$ cat src/design/cbx_pkg.sv
package cbx_pkg;
   // Frame field widths
   localparam int ID_W = 11;
   localparam int DLC_W = 4;
   localparam int DATA_W = 64;
   localparam int RX_FIFO_DEPTH = 16;
   // Block exchange identifiers
   localparam logic [10:0] SYNC_ID = 11'h400;
   localparam logic [6:0] BLK_SEND_PFX = 7'h41;
   localparam logic [6:0] BLK_REPLY_PFX = 7'h42;
   localparam logic [3:0] BLK_DLC = 4'h8;
   localparam logic [3:0] SYNC_DLC = 4'h0;
   // Predefined identifiers; node address added to the bases, not to NMT_ID
   localparam logic [10:0] NMT_ID = 11'h000;
   localparam logic [3:0] NMT_DLC = 4'h2;
   localparam logic [10:0] EMCY_BASE = 11'h080;
   localparam logic [10:0] SDO_TX_BASE = 11'h580;
   localparam logic [10:0] SDO_RX_BASE = 11'h600;
   localparam logic [10:0] GUARD_BASE = 11'h700;
   localparam logic [3:0] GUARD_DLC = 4'h1;
   // Network management commands
   localparam logic [7:0] NMT_START = 8'h01;
   localparam logic [7:0] NMT_STOP = 8'h02;
   localparam logic [7:0] NMT_PREOP = 8'h80;
   localparam logic [7:0] NMT_RST_NODE = 8'h81;
   localparam logic [7:0] NMT_RST_COMM = 8'h82;
   // Register indices
   localparam logic [3:0] REG_RATE = 4'h0;
   localparam logic [3:0] REG_ADDR = 4'h1;
   localparam logic [3:0] REG_CTRL = 4'h2;
   localparam logic [3:0] REG_STAT = 4'h3;
   localparam logic [1:0] REG_RXP_HI = 2'h1;
   localparam logic [1:0] REG_TXP_HI = 2'h2;
   // Field positions and reset values
   localparam int CTRL_REINIT = 0;
   localparam int ST_SYNC = 0;
   localparam int ST_BLK = 1;
   localparam logic [15:0] RATE_RST = 16'h0001;
   localparam logic [6:0] ADDR_RST = 7'h01;

   typedef enum logic [2:0] {K_NONE, K_BLK, K_SYNC, K_NMT, K_SDO, K_GUARD} cbx_kind_t;
   typedef enum logic [1:0] {ST_BOOT, ST_PREOP, ST_OPER, ST_STOPPED} cbx_nmt_t;

   // Bit rate code to kbit/s, zero for an unsupported code
   function automatic logic [9:0] rate_kbps(input logic [15:0] code);
      case (code)
         16'h0000: rate_kbps = 10'h07d;
         16'h0001: rate_kbps = 10'h3e8;
         16'h0002: rate_kbps = 10'h1f4;
         16'h0003: rate_kbps = 10'h0fa;
         16'h0004: rate_kbps = 10'h07d;
         16'h0005: rate_kbps = 10'h032;
         16'h0006: rate_kbps = 10'h014;
         16'h0007: rate_kbps = 10'h00a;
         default: rate_kbps = 10'h000;
      endcase
   endfunction

   localparam logic [9:0] KBPS_RST = rate_kbps(RATE_RST);

   // Block exchange address must fit four bits and be nonzero
   function automatic logic blk_addr_ok(input logic [6:0] node);
      blk_addr_ok = (node[6:4] == 3'h0) && (node[3:0] != 4'h0);
   endfunction

   function automatic logic [10:0] cob(input logic [10:0] base, input logic [6:0] node);
      cob = base + {4'h0, node};
   endfunction

   function automatic logic [7:0] nmt_code(input cbx_nmt_t st);
      case (st)
         ST_BOOT: nmt_code = 8'h00;
         ST_STOPPED: nmt_code = 8'h04;
         ST_OPER: nmt_code = 8'h05;
         default: nmt_code = 8'h7f;
      endcase
   endfunction
endpackage

$ cat src/design/cbx_class_if.sv
`timescale 1ns/100ps
interface cbx_class_if;
   logic [10:0] id;
   logic [3:0] dlc;
   logic [6:0] node;
   cbx_pkg::cbx_kind_t kind;
   modport main (output id, output dlc, output node, input kind);
   modport cls (input id, input dlc, input node, output kind);
endinterface

$ cat src/design/cbx_fifo.sv
`timescale 1ns/100ps
module cbx_fifo #(
   parameter int WIDTH = 79,
   parameter int DEPTH = 16
) (
   // Clock and control
   input wire logic core_clk,
   input wire logic rst_n,
   input wire logic ce,
   // Filling side
   input wire logic in_valid,
   input wire logic [WIDTH-1:0] in_data,
   output logic in_ready,
   // Draining side
   output logic out_valid,
   output logic [WIDTH-1:0] out_data,
   input wire logic out_ready
);
   localparam int AW = $clog2(DEPTH);

   if (DEPTH < 2 || (1 << AW) != DEPTH || WIDTH < 1) begin : g_chk
      $error("cbx_fifo: DEPTH must be a power of two >= 2");
   end

   logic [WIDTH-1:0] mem [DEPTH];
   logic [AW-1:0] wr_q, rd_q;
   logic [AW:0] cnt_q, cnt_d;
   logic push, pop;

   // Pointers wrap naturally since depth is a power of two
   assign push = ce & in_valid & in_ready;
   assign pop = ce & out_valid & out_ready;
   assign out_valid = (cnt_q != '0);
   assign out_data = mem[rd_q];
   assign cnt_d = cnt_q + (AW+1)'(push) - (AW+1)'(pop);

   // Occupancy and a registered ready, so full is honest at the port
   always_ff @(posedge core_clk) begin
      if (!rst_n) begin
         cnt_q <= '0;
         in_ready <= 1'b1;
      end else if (ce) begin
         cnt_q <= cnt_d;
         in_ready <= (cnt_d != (AW+1)'(DEPTH));
      end
   end

   // Pointers
   always_ff @(posedge core_clk) begin
      if (!rst_n) begin
         wr_q <= '0;
         rd_q <= '0;
      end else begin
         if (push) wr_q <= wr_q + 1'b1;
         if (pop) rd_q <= rd_q + 1'b1;
      end
   end

   // Storage, no reset needed
   always_ff @(posedge core_clk) begin
      if (push) mem[wr_q] <= in_data;
   end
endmodule

$ cat src/design/cbx_frame_class.sv
`timescale 1ns/100ps
module cbx_frame_class (
   // Frame header and active node address in, kind out
   cbx_class_if.cls c
);
   // Decode one received frame header
   always_comb begin
      c.kind = cbx_pkg::K_NONE;
      if (c.id == cbx_pkg::SYNC_ID && c.dlc == cbx_pkg::SYNC_DLC) begin
         c.kind = cbx_pkg::K_SYNC;
      end else if (c.id[10:4] == cbx_pkg::BLK_SEND_PFX && c.dlc == cbx_pkg::BLK_DLC
                   && cbx_pkg::blk_addr_ok(c.node) && c.id[3:0] == c.node[3:0]) begin
         c.kind = cbx_pkg::K_BLK;
      end else if (c.id == cbx_pkg::NMT_ID && c.dlc == cbx_pkg::NMT_DLC) begin
         c.kind = cbx_pkg::K_NMT;
      end else if (c.node != 7'h00 && c.id == cbx_pkg::cob(cbx_pkg::SDO_RX_BASE, c.node)) begin
         c.kind = cbx_pkg::K_SDO;
      end else if (c.node != 7'h00 && c.id == cbx_pkg::cob(cbx_pkg::GUARD_BASE, c.node)) begin
         c.kind = cbx_pkg::K_GUARD;
      end
   end
endmodule

$ cat src/design/cbx_node.sv
// The register addresses and the strobed register port are this design's own decisions.
`timescale 1ns/100ps
module cbx_node #(
   parameter int FIFO_DEPTH = cbx_pkg::RX_FIFO_DEPTH
) (
   // Clock, reset and clock enable
   input wire logic core_clk,
   input wire logic rst_n,
   input wire logic ce,
   // Register port
   input wire logic [3:0] reg_addr,
   input wire logic [15:0] reg_wdata,
   input wire logic reg_wr,
   input wire logic reg_rd,
   output logic [15:0] reg_rdata,
   // Received frames
   input wire logic rx_valid,
   input wire logic [10:0] rx_id,
   input wire logic [3:0] rx_dlc,
   input wire logic [63:0] rx_data,
   output logic rx_ready,
   // Frames to transmit
   output logic tx_valid,
   output logic [10:0] tx_id,
   output logic [3:0] tx_dlc,
   output logic [63:0] tx_data,
   input wire logic tx_ready,
   // Application requests
   input wire logic emcy_req,
   input wire logic [63:0] emcy_data,
   input wire logic sdo_resp_req,
   input wire logic [63:0] sdo_resp_data,
   // Application status
   output logic sdo_req_valid,
   output logic [63:0] sdo_req_data,
   output logic [7:0] nmt_state,
   output logic [6:0] node_id,
   output logic [9:0] bit_rate_kbps,
   output logic sync_pulse
);
   localparam int FW = cbx_pkg::ID_W + cbx_pkg::DLC_W + cbx_pkg::DATA_W;

   logic [15:0] rate_q, act_rate_q;
   logic [6:0] addr_q, act_addr_q;
   logic reinit_q, apply;
   logic [63:0] blk_q, rxp_q, txp_q, emcy_q, sdo_q;
   logic blk_valid_q, sync_flag_q, toggle_q;
   logic boot_pend_q, emcy_pend_q, sdo_pend_q;
   cbx_pkg::cbx_nmt_t st_q, st_d;
   logic [FW-1:0] f_out;
   logic f_valid, take;
   logic [10:0] f_id;
   logic [3:0] f_dlc;
   logic [63:0] f_data;
   cbx_pkg::cbx_kind_t kind;
   logic is_sync, is_blk, is_nmt, is_sdo, is_guard;
   logic nmt_hit, nmt_rst, node_ok, can_send;
   logic ld_reply, ld_guard, ld_boot, ld_emcy, ld_sdo;
   logic [7:0] guard_byte;
   logic [15:0] rd_mux;

   // Received frames queue up; stalls while any transmit frame is waiting to leave
   cbx_fifo #(
      .WIDTH(FW),
      .DEPTH(FIFO_DEPTH)
   ) u_rx_fifo (
      .core_clk(core_clk),
      .rst_n(rst_n),
      .ce(ce),
      .in_valid(rx_valid),
      .in_data({rx_id, rx_dlc, rx_data}),
      .in_ready(rx_ready),
      .out_valid(f_valid),
      .out_data(f_out),
      .out_ready(~tx_valid)
   );

   assign {f_id, f_dlc, f_data} = f_out;

   cbx_class_if u_cls_if ();

   assign u_cls_if.id = f_id;
   assign u_cls_if.dlc = f_dlc;
   assign u_cls_if.node = act_addr_q;
   assign kind = u_cls_if.kind;

   cbx_frame_class u_cls (
      .c(u_cls_if)
   );

   // One frame consumed per cycle, only when the transmitter is free
   assign take = ce & f_valid & ~tx_valid;
   assign is_sync = take && kind == cbx_pkg::K_SYNC;
   assign is_blk = take && kind == cbx_pkg::K_BLK;
   assign is_nmt = take && kind == cbx_pkg::K_NMT;
   assign is_sdo = take && kind == cbx_pkg::K_SDO;
   assign is_guard = take && kind == cbx_pkg::K_GUARD;

   // NMT addressed to all nodes or to this one
   assign nmt_hit = is_nmt && (f_data[15:8] == 8'h00 || f_data[15:8] == {1'b0, act_addr_q});
   assign nmt_rst = nmt_hit && (f_data[7:0] == cbx_pkg::NMT_RST_NODE
                                || f_data[7:0] == cbx_pkg::NMT_RST_COMM);
   assign apply = ce & (reinit_q | nmt_rst);

   // Setting registers, written by software only
   always_ff @(posedge core_clk) begin
      if (!rst_n) begin
         rate_q <= cbx_pkg::RATE_RST;
         addr_q <= cbx_pkg::ADDR_RST;
      end else if (ce && reg_wr) begin
         if (reg_addr == cbx_pkg::REG_RATE) rate_q <= {1'b0, reg_wdata[14:0]};
         if (reg_addr == cbx_pkg::REG_ADDR) addr_q <= reg_wdata[6:0];
      end
   end

   // Reinit command lives one cycle, then the settings are applied
   always_ff @(posedge core_clk) begin
      if (!rst_n) begin
         reinit_q <= 1'b0;
      end else if (ce) begin
         reinit_q <= reg_wr && reg_addr == cbx_pkg::REG_CTRL
                     && reg_wdata[cbx_pkg::CTRL_REINIT];
      end
   end

   // Active settings change only on apply; reset stands for power-on
   always_ff @(posedge core_clk) begin
      if (!rst_n) begin
         act_rate_q <= cbx_pkg::RATE_RST;
         act_addr_q <= cbx_pkg::ADDR_RST;
         node_id <= cbx_pkg::ADDR_RST;
         bit_rate_kbps <= cbx_pkg::KBPS_RST;
      end else if (apply) begin
         act_rate_q <= rate_q;
         act_addr_q <= addr_q;
         node_id <= addr_q;
         bit_rate_kbps <= cbx_pkg::rate_kbps(rate_q);
      end
   end

   // Block buffer; live parameters untouched until sync
   always_ff @(posedge core_clk) begin
      if (!rst_n) begin
         blk_q <= 64'h0;
         blk_valid_q <= 1'b0;
      end else if (is_blk) begin
         blk_q <= f_data;
         blk_valid_q <= 1'b1;
      end else if (is_sync) begin
         blk_valid_q <= 1'b0;
      end
   end

   // Receive parameters commit on sync only if a block arrived
   always_ff @(posedge core_clk) begin
      if (!rst_n) begin
         rxp_q <= 64'h0;
      end else if (is_sync && blk_valid_q) begin
         rxp_q <= blk_q;
      end
   end

   // Transmit parameters, low word is the first one
   always_ff @(posedge core_clk) begin
      if (!rst_n) begin
         txp_q <= 64'h0;
      end else if (ce && reg_wr && reg_addr[3:2] == cbx_pkg::REG_TXP_HI) begin
         txp_q[{reg_addr[1:0], 4'h0} +: 16] <= reg_wdata;
      end
   end

   // Sticky sync flag; a new sync beats a clear in the same cycle
   always_ff @(posedge core_clk) begin
      if (!rst_n) begin
         sync_flag_q <= 1'b0;
         sync_pulse <= 1'b0;
      end else if (ce) begin
         sync_pulse <= is_sync;
         if (is_sync) begin
            sync_flag_q <= 1'b1;
         end else if (reg_wr && reg_addr == cbx_pkg::REG_STAT
                      && reg_wdata[cbx_pkg::ST_SYNC]) begin
            sync_flag_q <= 1'b0;
         end
      end
   end

   // NMT state: boot after init, pre-operational once boot-up is out
   always_comb begin
      st_d = st_q;
      if (apply) begin
         st_d = cbx_pkg::ST_BOOT;
      end else if (ld_boot) begin
         st_d = cbx_pkg::ST_PREOP;
      end else if (nmt_hit) begin
         case (f_data[7:0])
            cbx_pkg::NMT_START: st_d = cbx_pkg::ST_OPER;
            cbx_pkg::NMT_STOP: st_d = cbx_pkg::ST_STOPPED;
            cbx_pkg::NMT_PREOP: st_d = cbx_pkg::ST_PREOP;
            default: st_d = st_q;
         endcase
      end
   end

   always_ff @(posedge core_clk) begin
      if (!rst_n) begin
         st_q <= cbx_pkg::ST_BOOT;
         nmt_state <= cbx_pkg::nmt_code(cbx_pkg::ST_BOOT);
      end else if (ce) begin
         st_q <= st_d;
         nmt_state <= cbx_pkg::nmt_code(st_d);
      end
   end

   // Transmit choice: frame replies first, then boot-up, emergency, SDO
   assign node_ok = act_addr_q != 7'h00;
   assign can_send = ce && !tx_valid && node_ok;
   assign ld_reply = is_sync && cbx_pkg::blk_addr_ok(act_addr_q);
   assign ld_guard = is_guard;
   assign ld_boot = can_send && !take && boot_pend_q;
   assign ld_emcy = can_send && !take && !boot_pend_q && emcy_pend_q
                    && st_q != cbx_pkg::ST_STOPPED && st_q != cbx_pkg::ST_BOOT;
   assign ld_sdo = can_send && !take && !boot_pend_q && !emcy_pend_q && sdo_pend_q
                   && st_q != cbx_pkg::ST_STOPPED && st_q != cbx_pkg::ST_BOOT;
   assign guard_byte = {toggle_q, 7'(cbx_pkg::nmt_code(st_q))}; // Low seven bits of state code

   // Pending sends; a new request wins over the load that clears it
   always_ff @(posedge core_clk) begin
      if (!rst_n) begin
         boot_pend_q <= 1'b1;
         emcy_pend_q <= 1'b0;
         sdo_pend_q <= 1'b0;
         emcy_q <= 64'h0;
         sdo_q <= 64'h0;
      end else if (ce) begin
         if (apply) boot_pend_q <= 1'b1;
         else if (ld_boot) boot_pend_q <= 1'b0;
         if (emcy_req) begin
            emcy_pend_q <= 1'b1;
            emcy_q <= emcy_data;
         end else if (ld_emcy) begin
            emcy_pend_q <= 1'b0;
         end
         if (sdo_resp_req) begin
            sdo_pend_q <= 1'b1;
            sdo_q <= sdo_resp_data;
         end else if (ld_sdo) begin
            sdo_pend_q <= 1'b0;
         end
      end
   end

   // Guarding toggle bit flips with every guarding answer
   always_ff @(posedge core_clk) begin
      if (!rst_n) begin
         toggle_q <= 1'b0;
      end else if (apply) begin
         toggle_q <= 1'b0;
      end else if (ld_guard) begin
         toggle_q <= ~toggle_q;
      end
   end

   // Transmit holding register, stands until tx_ready
   always_ff @(posedge core_clk) begin
      if (!rst_n) begin
         tx_valid <= 1'b0;
         tx_id <= 11'h000;
         tx_dlc <= 4'h0;
         tx_data <= 64'h0;
      end else if (ce) begin
         if (tx_valid && tx_ready) tx_valid <= 1'b0;
         if (ld_reply) begin
            tx_valid <= 1'b1;
            tx_id <= {cbx_pkg::BLK_REPLY_PFX, act_addr_q[3:0]};
            tx_dlc <= cbx_pkg::BLK_DLC;
            tx_data <= txp_q;
         end else if (ld_guard) begin
            tx_valid <= 1'b1;
            tx_id <= cbx_pkg::cob(cbx_pkg::GUARD_BASE, act_addr_q);
            tx_dlc <= cbx_pkg::GUARD_DLC;
            tx_data <= {56'h0, guard_byte};
         end else if (ld_boot) begin
            tx_valid <= 1'b1;
            tx_id <= cbx_pkg::cob(cbx_pkg::GUARD_BASE, act_addr_q);
            tx_dlc <= cbx_pkg::GUARD_DLC;
            tx_data <= 64'h0;
         end else if (ld_emcy) begin
            tx_valid <= 1'b1;
            tx_id <= cbx_pkg::cob(cbx_pkg::EMCY_BASE, act_addr_q);
            tx_dlc <= cbx_pkg::BLK_DLC;
            tx_data <= emcy_q;
         end else if (ld_sdo) begin
            tx_valid <= 1'b1;
            tx_id <= cbx_pkg::cob(cbx_pkg::SDO_TX_BASE, act_addr_q);
            tx_dlc <= cbx_pkg::BLK_DLC;
            tx_data <= sdo_q;
         end
      end
   end

   // SDO requests handed to the application as a one-cycle strobe
   always_ff @(posedge core_clk) begin
      if (!rst_n) begin
         sdo_req_valid <= 1'b0;
         sdo_req_data <= 64'h0;
      end else if (ce) begin
         sdo_req_valid <= is_sdo;
         if (is_sdo) sdo_req_data <= f_data;
      end
   end

   // Read mux; unmapped indices read zero
   always_comb begin
      rd_mux = 16'h0000;
      if (reg_addr[3:2] == cbx_pkg::REG_RXP_HI) begin
         rd_mux = rxp_q[{reg_addr[1:0], 4'h0} +: 16];
      end else if (reg_addr[3:2] == cbx_pkg::REG_TXP_HI) begin
         rd_mux = txp_q[{reg_addr[1:0], 4'h0} +: 16];
      end else begin
         case (reg_addr)
            cbx_pkg::REG_RATE: rd_mux = rate_q;
            cbx_pkg::REG_ADDR: rd_mux = {9'h000, addr_q};
            cbx_pkg::REG_CTRL: rd_mux = {15'h0000, reinit_q};
            cbx_pkg::REG_STAT: rd_mux = {1'b0, act_addr_q, 6'h00, blk_valid_q, sync_flag_q};
            default: rd_mux = 16'h0000;
         endcase
      end
   end

   // Read data valid only in the cycle after the strobe
   always_ff @(posedge core_clk) begin
      if (!rst_n) begin
         reg_rdata <= 16'h0000;
      end else if (ce) begin
         reg_rdata <= reg_rd ? rd_mux : 16'h0000;
      end
   end
endmodule

$ cat config.mk
export PLATFORM = sky130hd
export DESIGN_NAME = cbx_node
export DESIGN_NICKNAME = d
export VERILOG_FILES = /design/src/design/cbx_pkg.sv /design/src/design/cbx_class_if.sv /design/src/design/cbx_fifo.sv /design/src/design/cbx_frame_class.sv /design/src/design/cbx_node.sv
export SDC_FILE = /design/constraint.sdc
export NUM_CORES = 2
export LEC_CHECK = 0
export BUFFER_PORTS_ARGS = -buffer_cell sky130_fd_sc_hd__buf_2
export CAP_MARGIN = 5
export CORE_ASPECT_RATIO = 0.7
export CORE_MARGIN = 4
export CORE_UTILIZATION = 25
export CTS_CLUSTER_DIAMETER = 60
export DETAILED_ROUTE_END_ITERATION = 10
export GPL_TIMING_DRIVEN = 1
export PLACE_DENSITY_LB_ADDON = 0.2
export SLEW_MARGIN = 0
export SYNTH_ARGS = -nofsm -noshare
export SYNTH_HDL_FRONTEND = slang
export SYNTH_SLANG_ARGS = --single-unit
$ cat constraint.sdc
create_clock -name core_clk -period 17.75 [get_ports core_clk]
set_clock_uncertainty 0.05 [all_clocks]
set_input_delay 3.55 -clock core_clk [delete_from_list [all_inputs] [get_ports core_clk]]
set_output_delay 3.55 -clock core_clk [all_outputs]
set_load 0.1 [all_outputs]
After elaboration in Yosys (flattened, before gate mapping)
Memory sizes are Yosys's and may differ from the RTL's. A register that Yosys moved wholly into a read port is not among the register bits.
Cells that the tools add are included.
Word-level totals
  flip-flop bits (word level): 552
  bits in latches: 0
  memory bits (writable): 1264
  bits in read-only memories: 80
  input bits: 236
  output and inout port bits: 188
  logic and storage cells: 210
  memories: 2
Memories
  u_rx_fifo.mem: words 16, bits a word 79, rd ports 1, clocked after memory_dff 1, wr ports 1, RTL line cbx_fifo.sv:25  | logic [WIDTH-1:0] mem [DEPTH];
  (name not given): words 8, bits a word 10, rd ports 1, clocked after memory_dff 1, wr ports 0, RTL line cbx_pkg.sv:46  | case (code)
Cells by class
  $add $sub $neg: 9
  multipliers: 0
  div/mod/pow operators: 0
  magnitude comparators: 0
  equality and inequality tests: 29
  shifts and indexed selects: 4
  multiplexer cells: 54
  bitwise logic cells: 9
  reduce and logical (&&, ||, !) cells: 73
Operator list (number)
  two-way mux 64 bit: 5
  indexed part select 64 x 7 -> 16 bit: 2
  bitwise mux 64 bit: 1
  variable shift 16 x 8 -> 64 bit (first input constant): 1
  indexed part select 16 x 8 -> 64 bit: 1
  case mux 15 bit (4 select lines): 1
  two-way mux 11 bit: 5
  two-way mux 16 bit: 3
  case mux 7 bit (3 select lines): 2
  logical AND 1 bit: 36
  two-way mux 4 bit: 7
  equality test 8 bit (second input constant): 3
  equality test 11 bit: 2
  AND reduction 2 bit: 11
  two-way mux 3 bit: 7
  two-way mux 1 bit: 18
  logical NOT 13 bit: 1
  equality test 4 x 2 -> 1 bit (second input constant): 3
  nonzero test 2 bit: 6
  adder 10 x 8 -> 11 bit (first input constant): 1
  adder 11 x 7 -> 11 bit (first input constant): 1
  equality test 11 bit (second input constant): 1
  logical NOT 11 bit: 1
  adder 9 x 8 -> 10 bit (first input constant): 1
  36 further kinds: 58

Longest topological paths before layout
  depth after elaboration: 17
  mapped depth: 18
  mapped depth without buffers: 17

Hierarchy
A second synthesis with hierarchy kept.
Unflattened totals
  cells, all modules: 4538
  area total of the unflattened synthesis: 70594.0 um2
Modules (own cells, without submodules)
  cbx_fifo: instances 1, cells an instance 1870, area each 48439.0 um2, sequential area each 38316.7 um2
  cbx_node: instances 1, cells an instance 2641, area each 21951.1 um2, sequential area each 10810.4 um2
  cbx_frame_class: instances 1, cells an instance 27, area each 203.9 um2, sequential area each 0.0 um2

Least setup slack after synthesis
OpenSTA, ideal clock, no wires.
  path type: input -> register
  from: in ce
  to: mem u_rx_fifo.mem[3][0] (enable)
  library setup time: 0.613 ns
  arrival: 9.715 ns
  required time: 17.087 ns
  path slack: 7.372 ns
  stages on the path: 5
  path buffers: 2
  path through: clkbuf_1 > and3_1 > clkbuf_1 > nand2_1 > nor3_1
On the way
  word-level cells in the longest chain between the ends: 4
RTL lines
  start: declaration: RTL line cbx_node.sv:9  | input wire logic ce,
  AND 1 bit (2 in series): RTL line cbx_fifo.sv:31  | assign push = ce & in_valid & in_ready;
  named net u_rx_fifo.push: RTL line cbx_fifo.sv:28  | logic push, pop;
  two-way mux 1 bit: RTL line cbx_fifo.sv:61  | if (push) mem[wr_q] <= in_data;
  two-way mux 1 bit (not written as such): RTL line cbx_fifo.sv:61
  end: declaration: RTL line cbx_fifo.sv:25
The timed path passes the listed nets, and every way through them passes these cells.

Final worst setup path
  from: in ce
  to: reg tx_data[58]
On the way
  word-level cells in the longest chain between the ends: 12
  elaborated cells on any way between the ends: 24
  those cells by class: mux: 4; bitwise: 2; reduce/logical: 18
RTL lines
  AND 1 bit (2 in series): RTL line cbx_node.sv:92  | assign take = ce & f_valid & ~tx_valid;
  logical NOT 1 bit: RTL line cbx_node.sv:220, cbx_node.sv:221, cbx_node.sv:223
  logical AND 1 bit: RTL line cbx_node.sv:220, cbx_node.sv:221, cbx_node.sv:223
  logical AND 1 bit: RTL line cbx_node.sv:221, cbx_node.sv:223
  logical AND 1 bit: RTL line cbx_node.sv:221  | assign ld_emcy = can_send && !take && !boot_pend_q && emcy_pend_q
  logical AND 1 bit (2 in series): RTL line cbx_node.sv:222  | && st_q != cbx_pkg::ST_STOPPED && st_q != cbx_pkg::ST_BOOT;
  two-way mux 64 bit: RTL line cbx_node.sv:288  | end else if (ld_emcy) begin
  two-way mux 64 bit: RTL line cbx_node.sv:283  | end else if (ld_boot) begin
  two-way mux 64 bit: RTL line cbx_node.sv:278  | end else if (ld_guard) begin
  two-way mux 64 bit: RTL line cbx_node.sv:273  | if (ld_reply) begin
  end signal: assignment: RTL line cbx_node.sv:277  | tx_data <= txp_q;
  end signal: assignment: RTL line cbx_node.sv:282  | tx_data <= {56'h0, guard_byte};
  end signal: assignment: RTL line cbx_node.sv:292  | tx_data <= emcy_q;
  end: declaration: RTL line cbx_node.sv:26  | output logic [63:0] tx_data,
Parallel ways exist; a longest one is shown, timed or not.
A chain may end at the register's enable or synchronous reset.

==> metrics <==
Initial Util=25.2%; top-count cell post-synth=edfxtp_1; largest net degree at the start of global routing=160; GR Util All Layers=15.4%; Die Ht=454 um; CTS H-Tree Depth=4; CP Max Fanout=65; setup TNS=0 ps; critical path capture point type=flip-flop; Sw Share=29.5%; Num Clock Sinks=1822; CTS Hold Bufs=0; average wire per standard cell=26.6 um; top cell type's share of synthesized area=53.4%; row count=163; top post-synthesis cells by area=edfxtp_1 (53%), dfxtp_1 (16%), mux4_2 (12%); Synth Flop Type=edfxtp_1; VDD IR max=0.0832 mV; vias in the first global route=41089; Power Internal=7.66 mW; Async SR Flop Fraction=0%; P&R area growth vs syn=17.7%; antenna viol nets, final=0; period utilisation layout=39.4%; Die Width=645 um; Worst slew margin=21.4%; hold crit path type=flip-flop to flip-flop; grt total ovfl=0; footprint of the multi-input gates=0.0206 mm2; global placement routability congestion=0.814; first-pass GRT wire length=325 mm; clk buf depth=4; YS warnings=0; antenna violations before repair=64; final wirelength=233 mm; fin. max-slew vios=0; area occupied by registers=0.0491 mm2; pre-CTS WS=9890 ps; Root Buffer=clkbuf_16; most instantiated cells after synthesis=edfxtp_1 (1264), dfxtp_1 (558), nand2_1 (440); Crit Path Category=primary input to flip-flop; share of cells above drive strength 1=25.9%; RSZ-0062 raised after global routing=no; 1st-pass router iterations=7; CTS tree=built; Unique masters post-synth=74; Seq/Total Area, Yosys=69.2%; Power Density=130 mW/mm2; static leakage=28.4 nW; worst slew pin tran=1180 ps; crit path time final=7000 ps; DRC viols=0; Crit path required time=18500 ps; run status=complete, no violations; mean area per synthesized cell=16.0 um2; CP peak stage delay=670 ps; Critical Path AT=7750 ps; Via density=4.67; clock-pin transition on the worst setup and hold timing paths=60 ps; setup ws final=10750 ps; die area=0.293 mm2; Cell Area, Synth=0.0710 mm2; Peak Freq=143 MHz; Finish-stage setup viols=0; Iteration-0 DRC Markers=3657; Inserted Clock Buffers=196; logic gate share of total power=20.0%; fillers=28266; Post-synth EDFFs=1264; most used cell, CP=buf_4; slowest stage cell on the critical path=or4b_1; Post-CTS Setup Bufs=0; Core Region=0.282 mm2; Layout Nets=5077; Boundary Pins=424; Tot Pwr=10.9 mW; #FFs+latches synth=1822; sequential cell fraction of total power=43.6%; switching pwr=3.21 mW; Yosys top cell by area=edfxtp_1; clock power share=36.4%; DPL Wire Length=142 mm; Hold Vio Cnt, Final=0; maxcap violations=0; Worst-Skew Late Latency=890 ps; critical-path cell list=buf_2, buf_4, nand2b_1, nor2b_1, nand3_1, or4b_1, nor4_2, buf_4, nor3_1, clkbuf_4, nand2_2, buf_4, o221a_2; port bufs=420; crit start category=primary input; via count=40975; Cells after Synth=4429; post_cts resized=0
-- state kept, by name, summed over array words and instances, names as in the netlist, 7 cells and up, named ones only --
| name | cells |
|---|---|
| sdo_req_data | 64 |
| rxp_q | 64 |
| addr_q | 7 |
| emcy_q | 64 |
| sdo_q | 64 |
| bit_rate_kbps | 10 |
| tx_data | 64 |
| reg_rdata | 16 |
| rate_q | 15 |
| blk_q | 64 |
| txp_q | 64 |
| tx_id | 11 |
| act_addr_q | 7 |
| u_rx_fifo.mem | 1264 |
-- cell usage in the layout, fill, tap and decap left out, types with 7 or more instances in the layout --
cell type	n
bufinv_16	8
mux4_2	386
o311a_1	8
buf_2	419
clkinvlp_4	7
buf_4	73
dfxtp_1	554
and2_1	79
o221a_2	64
clkinv_1	31
inv_1	25
nand3_1	87
o31ai_1	12
mux2i_1	313
nor3_1	26
diode_2	15
a22oi_1	33
o2bb2ai_1	16
nand4_1	8
a21oi_1	250
clkbuf_1	41
a21o_1	8
nor2_1	249
xnor2_1	21
nor2b_1	11
nand2b_1	10
a211oi_1	63
clkbuf_16	200
ha_1	30
clkbuf_8	15
a211o_1	8
clkinv_2	37
edfxtp_1	1264
nand2_1	436
a221oi_1	13
nor2_4	13
mux2_2	11
buf_12	8
-- power by group through the flow --
stage	combinational [mW]	sequential, mW	clock (mW)
6_report	2.17	4.74	3.96
5_1_grt	2.30	4.75	4.26
4_1_cts	2.21	4.74	4.08
3_5_place_dp	2.21	4.83	0
3_3_place_gp	2.20	4.83	0
2_1_floorplan	1.18	5.20	0
-- final cells by class --
| class | count | share of cell area, % |
|---|---|---|
| Sequential cell | 1822 | 58.8 |
| Timing Repair Buffer | 501 | 3.36 |
| Clock inverter | 91 | 0.870 |
| Multi-Input combinational cell | 2260 | 24.7 |
| Inverter | 29 | 0.142 |
| Clock buffer | 256 | 6.42 |
| Antenna cell | 15 | 0.0449 |
| Tap cell | 3795 | 5.68 |
-- path summary, 6_finish.rpt --
path	from	end	slack, ps	cells past startpoint
worst min register to register	emcy_q[45]$_SDFFE_PN0P_	emcy_q[45]$_SDFFE_PN0P_	400	2
worst max register to register	flip-flop	blk_q[49]$_SDFFE_PN0P_	10910	9
worst max-delay path	ce	tx_data[58]$_SDFFE_PN0P_	10750	13
worst min-delay path	emcy_q[45]$_SDFFE_PN0P_	emcy_q[45]$_SDFFE_PN0P_	400	2
-- routing by layer --
layer,global-route usage (%),vias up,wire length (um)
li1,-,17899,-
met1,21.6,21702,106000
met2,24.8,1031,110000
met3,2.66,333,11100
met4,3.63,10,6050
met5,0,-,64
-- kinds of logic after synthesis --
kind of cell / synth area share (%)
xor+xnor: 0.333
other cells: 0.00528
buf+inv: 2.06
flops: 69.2
mux: 16.9
compound gates: 5.09
simple gates: 5.94
fa+ha+maj: 0.557
-- per-stage QoR --
step                util [%]  instances  hold slack, ps  instance area [um2]
floorplan                  -       4431             386                71000
global placement        27.4       8406             390                77500
detailed placement      27.4       8406             396                77500
CTS                     29.6       8753             404                83600
global route            29.6       8760             417                83600
finish                  29.6       8769             400                83600
-- worst max-delay path: cells and delay by family --
family	cells	cell delay (ps)
simple gates	7	1920
buf+inv	5	1850
compound gates	1	310
Note: power is estimated with default switching activity, not from simulation.
